$ cat config.mk
export PLATFORM = sky130hd
export DESIGN_NAME = pmc_power_mode_controller
export DESIGN_NICKNAME = d
export VERILOG_FILES = /design/src/hw/pmc_pkg.sv /design/src/hw/pmc_power_mode_controller.sv
export VERILOG_INCLUDE_DIRS = /design/src /design/src/hw
export SDC_FILE = /design/constraint.sdc
export NUM_CORES = 1
export LEC_CHECK = 0
export ABC_AREA = 1
export ABC_CLOCK_PERIOD_IN_PS = 13300
export BUFFER_PORTS_ARGS = -buffer_cell sky130_fd_sc_hd__buf_2
export CAP_MARGIN = 20
export CORE_MARGIN = 2
export CORE_UTILIZATION = 35
export CTS_CLUSTER_SIZE = 16
export DETAILED_ROUTE_END_ITERATION = 8
export SYNTH_ARGS = -nofsm -noshare
export SYNTH_HDL_FRONTEND = slang
export SYNTH_SLANG_ARGS = --single-unit
export TNS_END_PERCENT = 30
$ cat constraint.sdc
create_clock -name ref_clk -period 13.3 [get_ports ref_clk]
set_input_delay 2.66 -clock ref_clk [delete_from_list [all_inputs] [get_ports ref_clk]]
set_output_delay 2.66 -clock ref_clk [all_outputs]
set_load 0.005 [all_outputs]
$ cat src/hw/pmc_consts.svh
// constants for the power mode controller: offsets, fields, resets, timing
// assumes inclusion by bare name from the package and design files
`ifndef PMC_CONSTS_SVH
`define PMC_CONSTS_SVH

// ****************************************************************
// register byte offsets
// ****************************************************************
`define PMC_OFF_ACT_TPL 8'h00
`define PMC_OFF_ALT_TPL 8'h04
`define PMC_OFF_MODE_REQ 8'h08
`define PMC_OFF_STATUS 8'h0c
`define PMC_OFF_WAKE_EN 8'h10
`define PMC_OFF_WAKE_FLAG 8'h14
`define PMC_OFF_PWC_CTRL 8'h18
`define PMC_OFF_PWC_CNT 8'h1c
`define PMC_OFF_REG_CTRL 8'h20

// ****************************************************************
// field positions
// ****************************************************************
`define PMC_TPL_CPU_BIT 0
`define PMC_TPL_FLASH_BIT 1
`define PMC_REQ_ALT 2'h1
`define PMC_REQ_SLEEP 2'h2
`define PMC_REQ_HIB 2'h3
`define PMC_PWC_RESET_BIT 0
`define PMC_PWC_WAKE_BIT 1
`define PMC_REG_DIG_BIT 0
`define PMC_REG_ANA_BIT 1

// wake source bits
`define PMC_WK_CMP 0
`define PMC_WK_PIN 1
`define PMC_WK_I2C 2
`define PMC_WK_RTC 3
`define PMC_WK_PWC 4
`define PMC_WK_LVD 5

// ****************************************************************
// reset values
// ****************************************************************
`define PMC_RST_ACT_TPL 16'hffff
`define PMC_RST_ALT_TPL 16'hfffc
`define PMC_RST_WAKE_EN 6'h3f
`define PMC_RST_REG_CTRL 2'h3
`define PMC_RST_PWC_TERM 13'h1fff

// ****************************************************************
// timing
// ****************************************************************
`define PMC_CLK_HZ 50000000
`define PMC_PWC_HZ 1000
`define PMC_PWC_DIV (`PMC_CLK_HZ / `PMC_PWC_HZ)

`endif

$ cat src/hw/pmc_pkg.sv
// types shared by the power mode controller
// assumes pmc_consts.svh is on the include path
`include "pmc_consts.svh"

package pmc_pkg;
	typedef enum logic [3:0] {
		PMC_ACTIVE = 4'h1,
		PMC_ALT = 4'h2,
		PMC_SLEEP = 4'h4,
		PMC_HIB = 4'h8
	} pmc_mode_e;
endpackage : pmc_pkg

$ cat src/hw/pmc_power_mode_controller.sv
// global power mode controller with classic wishbone register slave
// assumes wake and reset event inputs come from outside and are synced here
//
// What this block does
// - exactly four modes: active, alternate active, sleep, hibernate, highest first
// - after boot the mode is active
// - each subsystem has its own bit in active and alternate templates
// - in active the active template gates subsystems, changes apply at once
// - disabled subsystem gets clock gated, bias removed, leakage reduced
// - cpu may disable itself and is re-enabled at next wakeup
// - any wakeup forces active mode and cpu enabled
// - alternate active uses its own template, cpu and flash may be off
// - sleep disables all subsystems regardless of templates
// - hibernate stops all clocks, keeps state, wakes only on pin interrupt
// - hibernate disables peripherals and regulators except hibernate regulator
// - core regulators on after power-up, firmware may disable them
// - external reset, watchdog and precision reset return to active
// - periodic counter 13 bits at 1 khz, runs except hibernate, resettable
`timescale 1ns/1ps
`include "pmc_consts.svh"

module pmc_power_mode_controller import pmc_pkg::*; #(
	parameter int NSUB = 16,
	parameter int PWC_DIV = `PMC_PWC_DIV
) (
	// clock and reset
	input wire logic ref_clk,
	input wire logic rst,
	// wishbone slave
	input wire logic wb_cyc_i,
	input wire logic wb_stb_i,
	input wire logic wb_we_i,
	input wire logic [7:0] wb_adr_i,
	input wire logic [3:0] wb_sel_i,
	input wire logic [31:0] wb_dat_i,
	output logic [31:0] wb_dat_o,
	output logic wb_ack_o,
	output logic wb_err_o,
	// wake sources, asynchronous
	input wire logic comparator_wake,
	input wire logic pin_interrupt_unit,
	input wire logic i2c_addr_match,
	input wire logic rtc_wake,
	input wire logic low_voltage_detect,
	// reset events, asynchronous
	input wire logic external_reset_pin,
	input wire logic watchdog_reset_event,
	input wire logic precision_reset_event,
	// io supplies valid
	input wire logic io_supply_valid,
	// subsystem controls, one bit per subsystem
	output logic [NSUB-1:0] sub_clk_en,
	output logic [NSUB-1:0] sub_bias_off,
	output logic [NSUB-1:0] sub_leak_reduce,
	// clocks and regulators
	output logic low_speed_internal_osc_en,
	output logic watch_crystal_clock_en,
	output logic digital_core_supply_reg_en,
	output logic analog_core_supply_reg_en,
	output logic sleep_reg_en,
	output logic hib_reg_en,
	output logic [3:0] mode_o
);

	// ****************************************************************
	// input synchronisers
	// ****************************************************************
	localparam int NIN = 9;
	logic [NIN-1:0] sync1_reg, sync2_reg, in_raw;
	assign in_raw = {io_supply_valid, precision_reset_event,
		watchdog_reset_event, external_reset_pin, low_voltage_detect,
		rtc_wake, i2c_addr_match, pin_interrupt_unit, comparator_wake};

	always_ff @(posedge ref_clk or posedge rst) begin
		if (rst) begin
			sync1_reg <= '0;
			sync2_reg <= '0;
		end else begin
			sync1_reg <= in_raw;
			sync2_reg <= sync1_reg;
		end
	end

	logic io_ok, rst_evt;
	assign io_ok = sync2_reg[8];
	assign rst_evt = |sync2_reg[7:5];

	// ****************************************************************
	// registers
	// ****************************************************************
	pmc_mode_e mode_reg;
	logic [NSUB-1:0] act_tpl_reg, alt_tpl_reg;
	logic [5:0] wake_en_reg, wake_flag_reg;
	logic [12:0] pwc_cnt_reg, pwc_term_reg;
	logic [1:0] reg_ctrl_reg;
	logic [31:0] div_cnt_reg;
	logic pwc_wake_en_reg, cpu_off_reg, tick, wake, pwc_reset_wr, pwc_hit;

	logic wb_req, wr;
	assign wb_req = wb_cyc_i && wb_stb_i && !wb_ack_o && !wb_err_o;
	assign wr = wb_req && wb_we_i;

	function automatic logic hit(input logic [7:0] off);
		hit = (wb_adr_i == off);
	endfunction : hit

	function automatic logic mapped(input logic [7:0] a);
		mapped = (a[1:0] == 2'h0) && (a <= `PMC_OFF_REG_CTRL);
	endfunction : mapped

	// ****************************************************************
	// periodic wake counter
	// ****************************************************************
	assign tick = (div_cnt_reg == 32'(PWC_DIV - 1));

	// divider and counter both stop in hibernate
	always_ff @(posedge ref_clk or posedge rst) begin
		if (rst) begin
			div_cnt_reg <= '0;
		end else if (mode_reg == PMC_HIB || tick) begin
			div_cnt_reg <= '0;
		end else begin
			div_cnt_reg <= div_cnt_reg + 32'h1;
		end
	end

	assign pwc_reset_wr = wr && hit(`PMC_OFF_PWC_CTRL) && wb_sel_i[0]
		&& wb_dat_i[`PMC_PWC_RESET_BIT];

	always_ff @(posedge ref_clk or posedge rst) begin
		if (rst) begin
			pwc_cnt_reg <= '0;
		end else if (pwc_reset_wr) begin
			pwc_cnt_reg <= '0;
		end else if (tick && mode_reg != PMC_HIB) begin
			pwc_cnt_reg <= pwc_cnt_reg + 13'h1;
		end
	end

	assign pwc_hit = pwc_wake_en_reg && tick && mode_reg != PMC_HIB
		&& (pwc_cnt_reg == pwc_term_reg);

	// ****************************************************************
	// wake sources
	// ****************************************************************
	logic [5:0] wk_src, wk_allowed;
	assign wk_src = {sync2_reg[4], pwc_hit, sync2_reg[3], sync2_reg[2],
		sync2_reg[1], sync2_reg[0]};

	// sleep takes six sources, hibernate only the pin unit
	always_comb begin
		case (mode_reg)
			PMC_SLEEP: wk_allowed = wk_src & wake_en_reg;
			PMC_HIB: wk_allowed = wk_src & 6'h02;
			default: wk_allowed = wk_src & wake_en_reg;
		endcase
	end
	assign wake = |wk_allowed;

	// flags: set wins over write-one clear
	always_ff @(posedge ref_clk or posedge rst) begin
		if (rst) begin
			wake_flag_reg <= '0;
		end else begin
			wake_flag_reg <= (wake_flag_reg & ~((wr && hit(`PMC_OFF_WAKE_FLAG)
				&& wb_sel_i[0]) ? wb_dat_i[5:0] : 6'h0)) | wk_allowed;
		end
	end

	// ****************************************************************
	// mode machine
	// ****************************************************************
	logic [1:0] req;
	logic req_wr;
	assign req = wb_dat_i[1:0];
	assign req_wr = wr && hit(`PMC_OFF_MODE_REQ) && wb_sel_i[0];

	// boot lands in active; resets and wakes also return there
	always_ff @(posedge ref_clk or posedge rst) begin
		if (rst) begin
			mode_reg <= PMC_ACTIVE;
		end else if (rst_evt || wake) begin
			mode_reg <= PMC_ACTIVE;
		end else if (req_wr) begin
			case (req)
				`PMC_REQ_ALT: mode_reg <= PMC_ALT;
				// low-power entry refused until io supplies are valid
				`PMC_REQ_SLEEP: mode_reg <= io_ok ? PMC_SLEEP : mode_reg;
				`PMC_REQ_HIB: mode_reg <= io_ok ? PMC_HIB : mode_reg;
				default: mode_reg <= PMC_ACTIVE;
			endcase
		end
	end

	// cpu self-disable, cleared by any wakeup
	always_ff @(posedge ref_clk or posedge rst) begin
		if (rst) begin
			cpu_off_reg <= 1'b0;
		end else if (rst_evt || wake) begin
			cpu_off_reg <= 1'b0;
		end else if (wr && hit(`PMC_OFF_STATUS) && wb_sel_i[0]) begin
			cpu_off_reg <= wb_dat_i[0];
		end
	end

	// ****************************************************************
	// config registers
	// ****************************************************************
	always_ff @(posedge ref_clk or posedge rst) begin
		if (rst) begin
			act_tpl_reg <= NSUB'(`PMC_RST_ACT_TPL);
			alt_tpl_reg <= NSUB'(`PMC_RST_ALT_TPL);
			wake_en_reg <= `PMC_RST_WAKE_EN;
			pwc_term_reg <= `PMC_RST_PWC_TERM;
			pwc_wake_en_reg <= 1'b0;
			reg_ctrl_reg <= `PMC_RST_REG_CTRL;
		end else begin
			if (wr && hit(`PMC_OFF_ACT_TPL)) begin
				act_tpl_reg <= wb_dat_i[NSUB-1:0];
			end
			if (wr && hit(`PMC_OFF_ALT_TPL)) begin
				alt_tpl_reg <= wb_dat_i[NSUB-1:0];
			end
			if (wr && hit(`PMC_OFF_WAKE_EN) && wb_sel_i[0]) begin
				wake_en_reg <= wb_dat_i[5:0];
			end
			if (wr && hit(`PMC_OFF_PWC_CTRL)) begin
				pwc_wake_en_reg <= wb_dat_i[`PMC_PWC_WAKE_BIT];
				pwc_term_reg <= wb_dat_i[28:16];
			end
			if (wr && hit(`PMC_OFF_REG_CTRL) && wb_sel_i[0]) begin
				reg_ctrl_reg <= wb_dat_i[1:0];
			end
			// wake overrides a cleared cpu template bit, even one just written
			if (rst_evt || wake) begin
				act_tpl_reg[`PMC_TPL_CPU_BIT] <= 1'b1;
			end
		end
	end

	// ****************************************************************
	// subsystem gating
	// ****************************************************************
	logic [NSUB-1:0] en_next;
	always_comb begin
		case (mode_reg)
			PMC_ACTIVE: en_next = act_tpl_reg;
			PMC_ALT: en_next = alt_tpl_reg;
			PMC_SLEEP: en_next = '0;
			PMC_HIB: en_next = '0;
			default: en_next = act_tpl_reg;
		endcase
		// cpu bit follows template in active modes, unless self-disabled
		if (cpu_off_reg) begin
			en_next[`PMC_TPL_CPU_BIT] = 1'b0;
		end
	end

	// registered so gating changes land on a clean cycle boundary
	always_ff @(posedge ref_clk or posedge rst) begin
		if (rst) begin
			sub_clk_en <= NSUB'(`PMC_RST_ACT_TPL);
			sub_bias_off <= ~NSUB'(`PMC_RST_ACT_TPL);
			sub_leak_reduce <= ~NSUB'(`PMC_RST_ACT_TPL);
		end else begin
			sub_clk_en <= en_next;
			sub_bias_off <= ~en_next;
			sub_leak_reduce <= ~en_next;
		end
	end

	always_ff @(posedge ref_clk or posedge rst) begin
		if (rst) begin
			low_speed_internal_osc_en <= 1'b1;
			watch_crystal_clock_en <= 1'b1;
			digital_core_supply_reg_en <= 1'b1;
			analog_core_supply_reg_en <= 1'b1;
			sleep_reg_en <= 1'b1;
			hib_reg_en <= 1'b1;
		end else begin
			low_speed_internal_osc_en <= (mode_reg != PMC_HIB);
			watch_crystal_clock_en <= (mode_reg != PMC_HIB);
			digital_core_supply_reg_en <= (mode_reg != PMC_HIB)
				&& reg_ctrl_reg[`PMC_REG_DIG_BIT];
			analog_core_supply_reg_en <= (mode_reg != PMC_HIB)
				&& reg_ctrl_reg[`PMC_REG_ANA_BIT];
			sleep_reg_en <= (mode_reg != PMC_HIB);
			hib_reg_en <= 1'b1;
		end
	end

	assign mode_o = mode_reg;

	// ****************************************************************
	// wishbone answer, one cycle after request
	// ****************************************************************
	always_ff @(posedge ref_clk or posedge rst) begin
		if (rst) begin
			wb_ack_o <= 1'b0;
			wb_err_o <= 1'b0;
			wb_dat_o <= '0;
		end else begin
			wb_ack_o <= wb_req && mapped(wb_adr_i);
			wb_err_o <= wb_req && !mapped(wb_adr_i);
			wb_dat_o <= '0;
			if (wb_req && !wb_we_i) begin
				case (wb_adr_i)
					`PMC_OFF_ACT_TPL: wb_dat_o <= 32'(act_tpl_reg);
					`PMC_OFF_ALT_TPL: wb_dat_o <= 32'(alt_tpl_reg);
					`PMC_OFF_STATUS: wb_dat_o <= {23'h0, io_ok, mode_reg,
						3'h0, cpu_off_reg};
					`PMC_OFF_WAKE_EN: wb_dat_o <= {26'h0, wake_en_reg};
					`PMC_OFF_WAKE_FLAG: wb_dat_o <= {26'h0, wake_flag_reg};
					`PMC_OFF_PWC_CTRL: wb_dat_o <= {3'h0, pwc_term_reg,
						14'h0, pwc_wake_en_reg, 1'b0};
					`PMC_OFF_PWC_CNT: wb_dat_o <= {19'h0, pwc_cnt_reg};
					`PMC_OFF_REG_CTRL: wb_dat_o <= {30'h0, reg_ctrl_reg};
					default: wb_dat_o <= '0;
				endcase
			end
		end
	end
endmodule : pmc_power_mode_controller

==> implementation parameters, run 1 <==
Parameter                              Value

Clock tree
  Number of CTS-inserted buffers ... 17
  CTS tree ... yes
  Post-CTS Resized ... 0
  CTS Root Cell ... sky130_fd_sc_hd__clkbuf_16
  H-Tree Level Count ... 4
  Maximum buffer depth of the clock tree ... 2
  Reg clk slew, reported paths ... 0.08 ns
  Number of sinks handled by clock tree synthesis ... 194
  Buffer count from post-CTS setup fixing ... 0
  Clock latency on the worst-skew pair ... 0.46 ns
  Hold-fix buffers, CTS ... 0

Critical path
  Endpoint arrival time on the critical path ... 4.83 ns
  Largest incremental delay on the critical path ... 0.72 ns
  Cell with the largest stage delay on the worst path ... sky130_fd_sc_hd__nand2_1
  Crit-path cells ... buf_2 > nor2_4 > nand2_1 > nor2_4 > nand2_1 > o21ai_0 > nand3_1
  Worst setup SP type ... input port
  Critical path buffers and inverters ... 1
  Worst setup path category ... in2reg
  Beginning of the worst register-to-register path ... mode_o[3]$_DFFE_PP0P_
  Largest delay share family, worst path ... simple AND/OR/NAND/NOR gates
  Critical path endpoint category ... flop
  Worst r2r dst ... sub_leak_reduce[1]$_DFF_PP0_
  CP Data Required Time ... 13.66 ns
  Count of cells along the worst register-to-register path ... 5
  Critical path fanouts, max ... 32
  Worst reg-to-reg setup slack ... 10.67 ns

Finish
  Nets@finish ... 1327
  Commonest cells after routing, fill and taps aside ... 319 x sky130_fd_sc_hd__nand2_1, 162 x sky130_fd_sc_hd__nor2_1, 153 x sky130_fd_sc_hd__inv_1, 139 x sky130_fd_sc_hd__buf_2, 123 x sky130_fd_sc_hd__dfrtp_1
  Summed area of non-filler cells in the final layout ... 10790 sq um
  Layout fillers ... 2617
  Max reg flops ... 32
  Share of layout cells above drive strength 1 ... 21.64%
  Final core area utilization ... 41.42%
  Area added between synthesis and finish ... 16.36%
  Leading cell type in the layout, fill and taps excluded ... sky130_fd_sc_hd__nand2_1

Timing
  Final worst path period share ... 33.61%
  Final Max Slew Viols ... 0
  Number of endpoints failing setup at the final stage ... 0
  Worst slew slack as a fraction of its limit ... 26.01%
  Final setup skew ... 0.01839 ns
  Worst hold slack ... 0.3504 ns
  Period minus WS final ... 4.470 ns
  Setup TNS ... 0 ns
  Max Freq ... 0.2237 GHz
  Number of hold-slack violations in the final timing report ... 0
  Worst-case setup margin in the final layout ... 8.831 ns
  RSZ-0062 raised after global routing ... false
  Transition at the pin with the smallest max-transition slack ... 1.102 ns

Route
  Total via count after detailed routing ... 7571
  DRC violation count after routing ... 0
  Per-cell routed wire length ... 14.91 um
  Final wirelength ... 24090 um
  Routed vias/inst ... 4.685
  Antenna viol nets, final ... 0
  Iter 0 DRT Violations ... 464
  Detailed-router iteration count before antenna repair ... 7

Place
  DP Wirelength ... 17610 um
  Post-Place Worst Slack ... 8.342 ns
  Buffers added on ports ... 139
  Routability cong. ... 0.9147
  Placement-stage cell area ... 10130 sq um

Global route
  Maximum number of pins on one net before global-route repair ... 113
  Remaining global-route overflow ... 0
  Vias in the first global route ... 7237
  Antenna violations before repair ... 4
  Global-route wire length before repair ... 38500 um
  Global-route usage over all layers ... 17.60%

Synthesis
  Synth area leader ... sky130_fd_sc_hd__dfrtp_1
  Total of warnings raised by yosys ... 0
  Portion of synthesized cell area occupied by the leading cell type ... 33.18%
  Most area-consuming cells after synthesis ... sky130_fd_sc_hd__dfrtp_1 33%, sky130_fd_sc_hd__dfstp_2 20%, sky130_fd_sc_hd__nand2_1 13%, sky130_fd_sc_hd__nor2_1 6.6%, sky130_fd_sc_hd__inv_1 6.2%
  Post-synthesis instance total ... 1149
  Post-synthesis cell area ... 9276 sq um
  Count of state elements after synthesis ... 194
  Proportion of synthesized chip area in sequential cells ... 53.29%
  Number of distinct library cells after synthesis ... 35
  Average footprint of a synthesized cell ... 8.073 sq um

Floorplan
  Number of ports placed on the die boundary ... 150
  Site Rows ... 59
  Starting density of the core ... 35.60%
  Core region area ... 26060 sq um
  DIE WIDTH ... 166.8 um
  Height of the die ... 166.8 um
  Total Die Area ... 27820 sq um

Hold path
  Cell depth of the worst min-delay path ... 0
  Endpoint, Worst Hold ... sync2_reg[0]$_DFF_PP0_
  Startpoint of the tightest hold check path ... sync1_reg[0]$_DFF_PP0_
  Class of the tightest hold or removal check ... reg2reg

Power
  Peak supply drop ... 0.07826 mV
  Leak ... 5.052 nW
  Power per cell area ... 108.7 nW/um^2

Run
  Max-cap violations ... 0

Run status
  Result of the run ... complete, no violations
==> worst register-to-register path: cells and delay by family (launching register included) <==
| kind | cells | cell delay (ns) |
|---|---|---|
| DFF | 1 | 0.45 |
| and+or+nand+nor | 3 | 1.66 |
| AOI/OAI and AO/OA | 1 | 0.35 |
| buffers and inverters | 1 | 0.11 |
==> per-stage QoR <==
stage	std cells	power [mW]
6_report	1616	1.173
5_1_grt	1616	1.217
4_1_cts	1613	1.188
3_5_place_dp	1581	0.6512
3_3_place_gp	1581	0.6507
2_1_floorplan	1151	0.6328
==> power breakdown <==
part           switching, mW  internal, mW
combinational         0.0268        0.0115
sequential           0.00327         0.599
clock                  0.272         0.261
total                  0.302         0.871
==> synth_stat cells <==
cell type and instances:
sky130_fd_sc_hd__o22ai_1 2, sky130_fd_sc_hd__ha_1 2, sky130_fd_sc_hd__nand2_4 1, sky130_fd_sc_hd__xor2_1 20, sky130_fd_sc_hd__o211ai_1 2, sky130_fd_sc_hd__nor2_1 162
sky130_fd_sc_hd__nor2_4 6, sky130_fd_sc_hd__nand3_1 51, sky130_fd_sc_hd__nor3b_1 1, sky130_fd_sc_hd__nor2_2 2, sky130_fd_sc_hd__o21ai_0 74, sky130_fd_sc_hd__buf_4 22
sky130_fd_sc_hd__buf_2 9, sky130_fd_sc_hd__clkbuf_1 11, sky130_fd_sc_hd__nand2_1 319, sky130_fd_sc_hd__inv_4 1, sky130_fd_sc_hd__a21oi_1 31, sky130_fd_sc_hd__buf_1 1
sky130_fd_sc_hd__nor3_1 30, sky130_fd_sc_hd__inv_1 154, sky130_fd_sc_hd__nor3_2 1, sky130_fd_sc_hd__nand4_1 13, sky130_fd_sc_hd__o2bb2ai_1 1, sky130_fd_sc_hd__nor4_4 1
sky130_fd_sc_hd__nand3_2 12, sky130_fd_sc_hd__nor2_8 2, sky130_fd_sc_hd__xnor2_1 2, sky130_fd_sc_hd__buf_6 3, sky130_fd_sc_hd__dfstp_2 71, sky130_fd_sc_hd__nand2_2 3
sky130_fd_sc_hd__conb_1 2, sky130_fd_sc_hd__and2_1 2, sky130_fd_sc_hd__dfrtp_1 123, sky130_fd_sc_hd__inv_2 1, sky130_fd_sc_hd__o21ai_1 11
==> how the worst max path moves through the flow <==
stage	start	endpoint	slack [ns]	cells past startpoint
2_1_floorplan	rst	alt_tpl_reg[0]$_DFFE_PP0P_	5.47	1
3_3_place_gp	wb_adr_i[6]	act_tpl_reg[0]$_DFFE_PP1P_	8.43	7
3_5_place_dp	wb_adr_i[1]	alt_tpl_reg[12]$_DFFE_PP1P_	8.34	6
4_1_cts	wb_adr_i[6]	alt_tpl_reg[12]$_DFFE_PP1P_	8.79	6
5_1_grt	wb_adr_i[6]	act_tpl_reg[0]$_DFFE_PP1P_	8.57	7
6_report	wb_adr_i[1]	act_tpl_reg[0]$_DFFE_PP1P_	8.83	7
==> cell type report <==
| type | count | area [sq um] | share of cell area [%] |
|---|---|---|---|
| Clock inverter | 15 | 198.9 | 1.843 |
| Multi-Input combinational cell | 755 | 3463 | 32.09 |
| Inverter | 156 | 595.6 | 5.518 |
| Timing Repair Buffer | 143 | 745.7 | 6.909 |
| Antenna cell | 1 | 2.502 | 0.02318 |
| Tap cell | 335 | 419.2 | 3.883 |
| Sequential cell | 194 | 4943 | 45.80 |
| Clock buffer | 17 | 425.4 | 3.941 |
==> metal layers <==
metal,global-route usage [%],up-vias,wire length [um]
li1,-,3778,-
met1,23.84,3551,11200
met2,27.99,197,11110
met3,4.087,39,1191
met4,5.735,6,547
met5,0,-,43
==> logic make-up (layout without fill, tap and decap cells) <==
| logic type | count (synthesis) | in the layout | synth area share (%) |
|---|---|---|---|
| flops | 194 | 194 | 53.29 |
| compound gates | 121 | 121 | 6.650 |
| buf+inv | 202 | 331 | 9.455 |
| simple gates | 606 | 606 | 28.18 |
| other cells | 2 | 5 | 0.08096 |
| xor+xnor | 22 | 22 | 2.077 |
| fa+ha+maj | 2 | 2 | 0.2697 |
No activity file was read; power rests on OpenSTA's default activity.
==> run 2, diff against run 1 <==
--- a/config.mk
+++ b/config.mk
@@ -7,7 +7,7 @@
 export NUM_CORES = 1
 export LEC_CHECK = 0
 export ABC_AREA = 1
-export ABC_CLOCK_PERIOD_IN_PS = 13300
+export ABC_CLOCK_PERIOD_IN_PS = 4600
 export BUFFER_PORTS_ARGS = -buffer_cell sky130_fd_sc_hd__buf_2
 export CAP_MARGIN = 20
 export CORE_MARGIN = 2
==> constraint.sdc (replaced) <==
create_clock -name ref_clk -period 4.6 [get_ports ref_clk]
set_input_delay 0.92 -clock ref_clk [delete_from_list [all_inputs] [get_ports ref_clk]]
set_output_delay 0.92 -clock ref_clk [all_outputs]
set_load 0.005 [all_outputs]
==> run 2 against run 1 <==
Register-to-register slack worse by 8.8 ns. Non-clock buffer count is 1 higher. Die area stayed put.
==> implementation parameters, run 2 (same netlist as run 1, synthesis figures left out) <==
Parameter                              Value

Run status
  Result of the run ... complete, no violations

Finish
  Commonest cells after routing, fill and taps aside ... 319 x sky130_fd_sc_hd__nand2_1, 162 x sky130_fd_sc_hd__nor2_1, 153 x sky130_fd_sc_hd__inv_1, 139 x sky130_fd_sc_hd__buf_2, 123 x sky130_fd_sc_hd__dfrtp_1
  Final core area utilization ... 41.48%
  Max reg flops ... 32
  Final std cells w/o fill ... 1618
  Share of layout cells above drive strength 1 ... 21.70%
  Leading cell type in the layout, fill and taps excluded ... sky130_fd_sc_hd__nand2_1
  Nets@finish ... 1328
  Area added between synthesis and finish ... 16.52%

Critical path
  Worst reg-to-reg setup slack ... 1.85 ns
  Worst r2r dst ... sub_leak_reduce[1]$_DFF_PP0_
  Launch point of the critical path ... mode_o[0]$_DFFE_PP1P_
  Worst setup path category ... reg2reg
  Critical path endpoint category ... flop
  Critical path fanouts, max ... 19
  Count of cells along the worst register-to-register path ... 7
  Worst setup SP type ... flop
  Endpoint arrival time on the critical path ... 3.05 ns
  CP Data Required Time ... 4.90 ns
  Beginning of the worst register-to-register path ... mode_o[0]$_DFFE_PP1P_

Floorplan
  Site Rows ... 59
  Height of the die ... 166.8 um
  Core region area ... 26060 sq um
  DIE WIDTH ... 166.8 um
  Number of ports placed on the die boundary ... 150
  Total Die Area ... 27820 sq um
  Starting density of the core ... 35.60%

Route
  Final wirelength ... 24120 um
  DRC violation count after routing ... 0
  Routed vias/inst ... 4.669
  Antenna viol nets, final ... 0
  Per-cell routed wire length ... 14.91 um
  Iter 0 DRT Violations ... 670
  Total via count after detailed routing ... 7555
  Detailed-router iteration count before antenna repair ... 6

Power
  Leak ... 5.051 nW
  Power per cell area ... 310.8 nW/um^2
  Peak supply drop ... 0.2048 mV

Clock tree
  Reg clk slew, reported paths ... 0.08 ns
  Post-CTS Resized ... 0
  Buffer count from post-CTS setup fixing ... 0
  Hold-fix buffers, CTS ... 0
  CTS Root Cell ... sky130_fd_sc_hd__clkbuf_16
  CTS tree ... yes
  H-Tree Level Count ... 4
  Number of CTS-inserted buffers ... 17
  Maximum buffer depth of the clock tree ... 2
  Number of sinks handled by clock tree synthesis ... 194
  Clock latency on the worst-skew pair ... 0.44 ns

Global route
  Met2 Use GR ... 27.69%
  Maximum number of pins on one net before global-route repair ... 102
  Vias in the first global route ... 7251
  M1 GR Usage ... 23.92%
  Global-route wire length before repair ... 38540 um
  Remaining global-route overflow ... 0
  Antenna violations before repair ... 4
  Global-route usage over all layers ... 17.51%
  Busiest grt layer ... met2
  GRT met3 Usage ... 3.779%

Place
  Routability cong. ... 0.8810
  Number of placed instances, taps included ... 1583
  Post-Place Worst Slack ... 1.405 ns
  DP Wirelength ... 17510 um
  Buffers added on ports ... 139

Timing
  Setup TNS ... 0 ns
  Worst hold slack ... 0.3536 ns
  Number of hold-slack violations in the final timing report ... 0
  Transition at the pin with the smallest max-transition slack ... 1.007 ns
  Final setup skew ... 0.01035 ns
  Worst-case setup margin in the final layout ... 1.855 ns
  Max Freq ... 0.3642 GHz
  Period minus WS final ... 2.745 ns
  Final worst path period share ... 59.68%
  RSZ-0062 raised after global routing ... false
  Final Max Slew Viols ... 0
  Worst slew slack as a fraction of its limit ... 32.42%
  Number of endpoints failing setup at the final stage ... 0

Run
  Max-cap violations ... 0

Hold path
  Startpoint of the tightest hold check path ... sync1_reg[7]$_DFF_PP0_
  Class of the tightest hold or removal check ... reg2reg
  Endpoint, Worst Hold ... sync2_reg[7]$_DFF_PP0_
  Cell depth of the worst min-delay path ... 0
==> run 2: through the flow <==
step | power, mW | instance area (sq um)
CTS | 3.398 | 10780
global route | 3.470 | 10810
detailed placement | 1.887 | 10170
finish | 3.359 | 10810
global placement | 1.885 | 10170
floorplan | 1.830 | 9288
==> run 2: report_power, final <==
group | total, mW | switching, mW | internal, mW
Clock | 1.51 | 0.767 | 0.741
Sequential | 1.74 | 0.00991 | 1.73
Combinational | 0.110 | 0.0769 | 0.0334
==> run 2: critical path, stage by stage, from the launching register on <==
cell,delay [ns]
sky130_fd_sc_hd__dfstp_2,0.60
sky130_fd_sc_hd__inv_1,0.07
sky130_fd_sc_hd__nand2_1,0.14
sky130_fd_sc_hd__nor2_4,0.10
sky130_fd_sc_hd__inv_2,0.37
sky130_fd_sc_hd__nand2_1,0.57
sky130_fd_sc_hd__o21ai_0,0.68
sky130_fd_sc_hd__inv_1,0.08
==> run 2: how the worst max path moves through the flow <==
stage                                   end  slack, ns  cells after the start
3_3_place_gp     act_tpl_reg[0]$_DFFE_PP1P_       1.48                      7
2_1_floorplan    alt_tpl_reg[0]$_DFFE_PP0P_       1.23                      1
3_5_place_dp     act_tpl_reg[0]$_DFFE_PP1P_       1.41                      7
5_1_grt         alt_tpl_reg[13]$_DFFE_PP1P_       1.68                      6
4_1_cts          act_tpl_reg[0]$_DFFE_PP1P_       1.87                      7
6_report       sub_leak_reduce[1]$_DFF_PP0_       1.85                      7
==> run 2: metal layers <==
metal / up-vias / part of all wire, %
met2: 233 / 45
met4: 4 / 2.5
met1: 3495 / 47
li1: 3779 / -
met5: - / 0.11
met3: 44 / 6.0
==> run 2: final cells by class <==
cell class              instances  area (sq um)
clock inverters                15         182.7
diodes                          2         5.005
well taps                     335         419.2
flip-flops and latches        194          4943
inverters                     156         591.8
clock buffers                  17         425.4
repair buffers                144         778.2
fillers                      2619         15250
multi-input cells             755          3463
==> run 3, diff against run 2 <==
--- a/config.mk
+++ b/config.mk
@@ -6,8 +6,8 @@
 export SDC_FILE = /design/constraint.sdc
 export NUM_CORES = 1
 export LEC_CHECK = 0
-export ABC_AREA = 1
-export ABC_CLOCK_PERIOD_IN_PS = 4600
+export ABC_AREA = 0
+export ABC_CLOCK_PERIOD_IN_PS = 2300
 export BUFFER_PORTS_ARGS = -buffer_cell sky130_fd_sc_hd__buf_2
 export CAP_MARGIN = 20
 export CORE_MARGIN = 2
==> constraint.sdc (replaced) <==
create_clock -name ref_clk -period 2.3 [get_ports ref_clk]
set_input_delay 0.46 -clock ref_clk [delete_from_list [all_inputs] [get_ports ref_clk]]
set_output_delay 0.46 -clock ref_clk [all_outputs]
set_load 0.005 [all_outputs]
==> run 3 against run 2 <==
Maximum frequency rose by 28%. Via count fell by 22%. Clock-buffer cell count did not move. Die area fell by 11%. Synthesized area fell by 11%. Clock skew fell by 0.00076 ns. Worst hold slack got worse by 0.24 ns. Routed wire length fell by 16%. Global-route usage fell by 1.1 points. Critical path type unchanged.
==> implementation parameters, run 3 <==
Parameter                              Value

Run
  Max-cap violations ... 0

Synthesis
  Leading cell type by number of instances after synthesis ... sky130_fd_sc_hd__dfrtp_1
  Post-synthesis share of cell area spent on xor and xnor gates ... 4.973%
  Main synth FF type ... sky130_fd_sc_hd__dfrtp_1
  Count of state elements after synthesis ... 194
  Total of warnings raised by yosys ... 0
  Portion of synthesized cell area occupied by the leading cell type ... 37.18%
  Simple-gate area share of the yosys netlist ... 14.65%
  Most area-consuming cells after synthesis ... sky130_fd_sc_hd__dfrtp_1 37%, sky130_fd_sc_hd__dfstp_2 23%, sky130_fd_sc_hd__mux2_2 7.2%, sky130_fd_sc_hd__a22oi_1 3.1%, sky130_fd_sc_hd__nor2_1 2.6%
  Synth area leader ... sky130_fd_sc_hd__dfrtp_1
  Share of synthesized flip-flops with an asynchronous set or reset ... 100.0%
  Average footprint of a synthesized cell ... 11.96 sq um
  Compound-Gate Fraction of Synth Area ... 7.920%
  Main combinational cell family by area after synthesis ... simple AND/OR/NAND/NOR gates
  Number of distinct library cells after synthesis ... 56
  Share of synthesized cell area in full adder, half adder and majority cells ... 0.3023%
  Synth top cells by count ... 123 x sky130_fd_sc_hd__dfrtp_1, 71 x sky130_fd_sc_hd__dfstp_2, 57 x sky130_fd_sc_hd__nor2_1, 53 x sky130_fd_sc_hd__mux2_2, 38 x sky130_fd_sc_hd__nand2_1
  EDFF count, synth ... 0
  Post-synthesis cell area ... 8278 sq um
  Proportion of synthesized area in mux cells ... 7.573%
  Proportion of synthesized chip area in sequential cells ... 59.72%
  Post-synthesis instance total ... 692

Critical path
  Worst setup SP type ... flop
  Cell with the largest stage delay on the worst path ... sky130_fd_sc_hd__dfrtp_1
  Critical path buffers and inverters ... 2
  Largest delay share family, worst path ... simple AND/OR/NAND/NOR gates
  Worst reg-to-reg setup slack ... 0.16 ns
  Endpoint arrival time on the critical path ... 2.53 ns
  Crit-path cells ... nor4b_1 > buf_4 > inv_1 > nand4_1 > nor4_1 > a31o_2 > a211o_1
  Critical path fanouts, max ... 7
  Beginning of the worst register-to-register path ... mode_o[3]$_DFFE_PP0P_
  Worst r2r dst ... act_tpl_reg[0]$_DFFE_PP1P_
  CP Data Required Time ... 2.68 ns
  Worst setup path category ... reg2reg
  Count of cells along the worst register-to-register path ... 7
  Critical path endpoint category ... flop
  Largest incremental delay on the critical path ... 0.48 ns

Global route
  Vias in the first global route ... 5640
  Global-route usage over all layers ... 16.42%
  Antenna violations before repair ... 1
  Remaining global-route overflow ... 0
  Global-route wire length before repair ... 30980 um
  Maximum number of pins on one net before global-route repair ... 46

Clock tree
  Number of CTS-inserted buffers ... 17
  Reg clk slew, reported paths ... 0.08 ns
  H-Tree Level Count ... 4
  Maximum buffer depth of the clock tree ... 2
  Number of sinks handled by clock tree synthesis ... 194
  CTS tree ... yes
  Clock latency on the worst-skew pair ... 0.43 ns
  CTS Root Cell ... sky130_fd_sc_hd__clkbuf_16
  Hold-fix buffers, CTS ... 0

Finish
  Leading cell type in the layout, fill and taps excluded ... sky130_fd_sc_hd__buf_2
  Area added between synthesis and finish ... 24.21%
  Commonest cells after routing, fill and taps aside ... 139 x sky130_fd_sc_hd__buf_2, 123 x sky130_fd_sc_hd__dfrtp_1, 71 x sky130_fd_sc_hd__dfstp_2, 57 x sky130_fd_sc_hd__nor2_1, 55 x sky130_fd_sc_hd__buf_4
  Area of all sequential standard cells ... 4943 sq um
  Nets@finish ... 924
  Max reg flops ... 32
  Share of layout cells above drive strength 1 ... 42.19%
  Area of the multi-input gates ... 2947 sq um
  Layout fillers ... 2213

Timing
  Max Freq ... 0.4662 GHz
  Worst hold slack ... 0.1123 ns
  RSZ-0062 raised after global routing ... false
  Transition at the pin with the smallest max-transition slack ... 0.6427 ns
  Worst slew slack as a fraction of its limit ... 57.06%
  Final worst path period share ... 93.26%
  Final setup skew ... 0.009592 ns
  Period minus WS final ... 2.145 ns
  Final Max Slew Viols ... 0
  Number of hold-slack violations in the final timing report ... 0
  Number of endpoints failing setup at the final stage ... 0

Route
  Antenna viol nets, final ... 0
  Detailed-router iteration count before antenna repair ... 7
  Total via count after detailed routing ... 5908
  Iter 0 DRT Violations ... 469
  Routed vias/inst ... 4.927
  DRC violation count after routing ... 0
  Final wirelength ... 20200 um
  Per-cell routed wire length ... 16.85 um

Power
  Total Power Consumption ... 7.007 mW
  Leak ... 4.754 nW
  Power per cell area ... 681.5 nW/um^2
  Peak supply drop ... 0.4156 mV

Floorplan
  Core region area ... 23330 sq um
  DIE WIDTH ... 157.8 um
  Number of ports placed on the die boundary ... 150
  Starting density of the core ... 35.48%
  Total Die Area ... 24900 sq um
  Site Rows ... 56
  Height of the die ... 157.8 um

Place
  DP Wirelength ... 14700 um
  Routability cong. ... 0.8649
  Buffers added on ports ... 139

Run status
  Result of the run ... complete, no violations

Hold path
  Class of the tightest hold or removal check ... in2async
[run 3: logic make-up (layout without fill, tap and decap cells)]
group           after synthesis  in the layout
compound gates               91             91
xor+xnor                     47             47
fa+ha+maj                     2              2
buf+inv                      76            259
flops                       194            194
mux                          56             56
other cells                   2              7
simple gates                224            224
[run 3: final cells by class]
cell class	instances	area share [%]
Antenna cell	3	0.07301
Clock buffer	17	4.137
Sequential cell	194	48.08
Tap cell	319	3.882
Multi-Input combinational cell	424	28.66
Clock inverter	15	2.044
Inverter	26	0.9856
Timing Repair Buffer	201	12.14
[run 3: worst reg2reg max path, stage by stage (launching register included)]
cell and delay, ns:
sky130_fd_sc_hd__dfrtp_1 0.48, sky130_fd_sc_hd__nor4b_1 0.19, sky130_fd_sc_hd__buf_4 0.16, sky130_fd_sc_hd__inv_1 0.14
sky130_fd_sc_hd__nand4_1 0.16, sky130_fd_sc_hd__nor4_1 0.46, sky130_fd_sc_hd__a31o_2 0.37, sky130_fd_sc_hd__a211o_1 0.13
[run 3: layer usage]
layer | vias up | track usage, % | wire (um)
li1 | 2790 | - | -
met1 | 2913 | 24.14 | 9802
met2 | 187 | 24.22 | 8914
met3 | 18 | 3.504 | 1205
met4 | 0 | 5.022 | 280
met5 | - | 0 | 0
[run 3: report_power, final]
| group | internal, mW | leakage (nW) | switching (mW) | total, mW |
|---|---|---|---|---|
| clock network | 1.53 | 0.307 | 1.60 | 3.13 |
| logic | 0.144 | 2.20 | 0.188 | 0.332 |
| registers | 3.49 | 2.25 | 0.0552 | 3.55 |
[run 3: through the flow]
step | worst slack [ns] | utilization [%] | std cells | area, sq um | setup TNS [ns]
2_1_floorplan | -0.6064 | - | 694 | 8289 | -74.59
3_3_place_gp | 0.08151 | 41.31 | 1164 | 9639 | 0
3_5_place_dp | 0.08170 | 41.31 | 1164 | 9639 | 0
4_1_cts | 0.1167 | 44.04 | 1196 | 10270 | 0
5_1_grt | 0.008243 | 44.04 | 1196 | 10270 | 0
6_report | 0.1550 | 44.07 | 1199 | 10280 | 0
[run 3: timing repair]
item                       4_1_cts  5_1_grt
setup endpoints to repair        0        7
resized for setup                0        1
buffers inserted                 0        0
[run 3: how the worst max path moves through the flow]
stage	startpoint	slack, ns	cells after the start	endpoint
after floorplan	rst	-0.61	1	alt_tpl_reg[0]$_DFFE_PP0P_
after global placement	wb_adr_i[5]	0.08	6	wake_flag_reg[5]$_DFF_PP0_
after detailed placement	wb_adr_i[5]	0.08	6	wake_flag_reg[5]$_DFF_PP0_
after CTS	div_cnt_reg[12]$_DFF_PP0_	0.12	6	pwc_cnt_reg[5]$_DFFE_PP0P_
after global routing	div_cnt_reg[13]$_DFF_PP0_	0.008	6	pwc_cnt_reg[5]$_DFFE_PP0P_
final	mode_o[3]$_DFFE_PP0P_	0.16	7	act_tpl_reg[0]$_DFFE_PP1P_
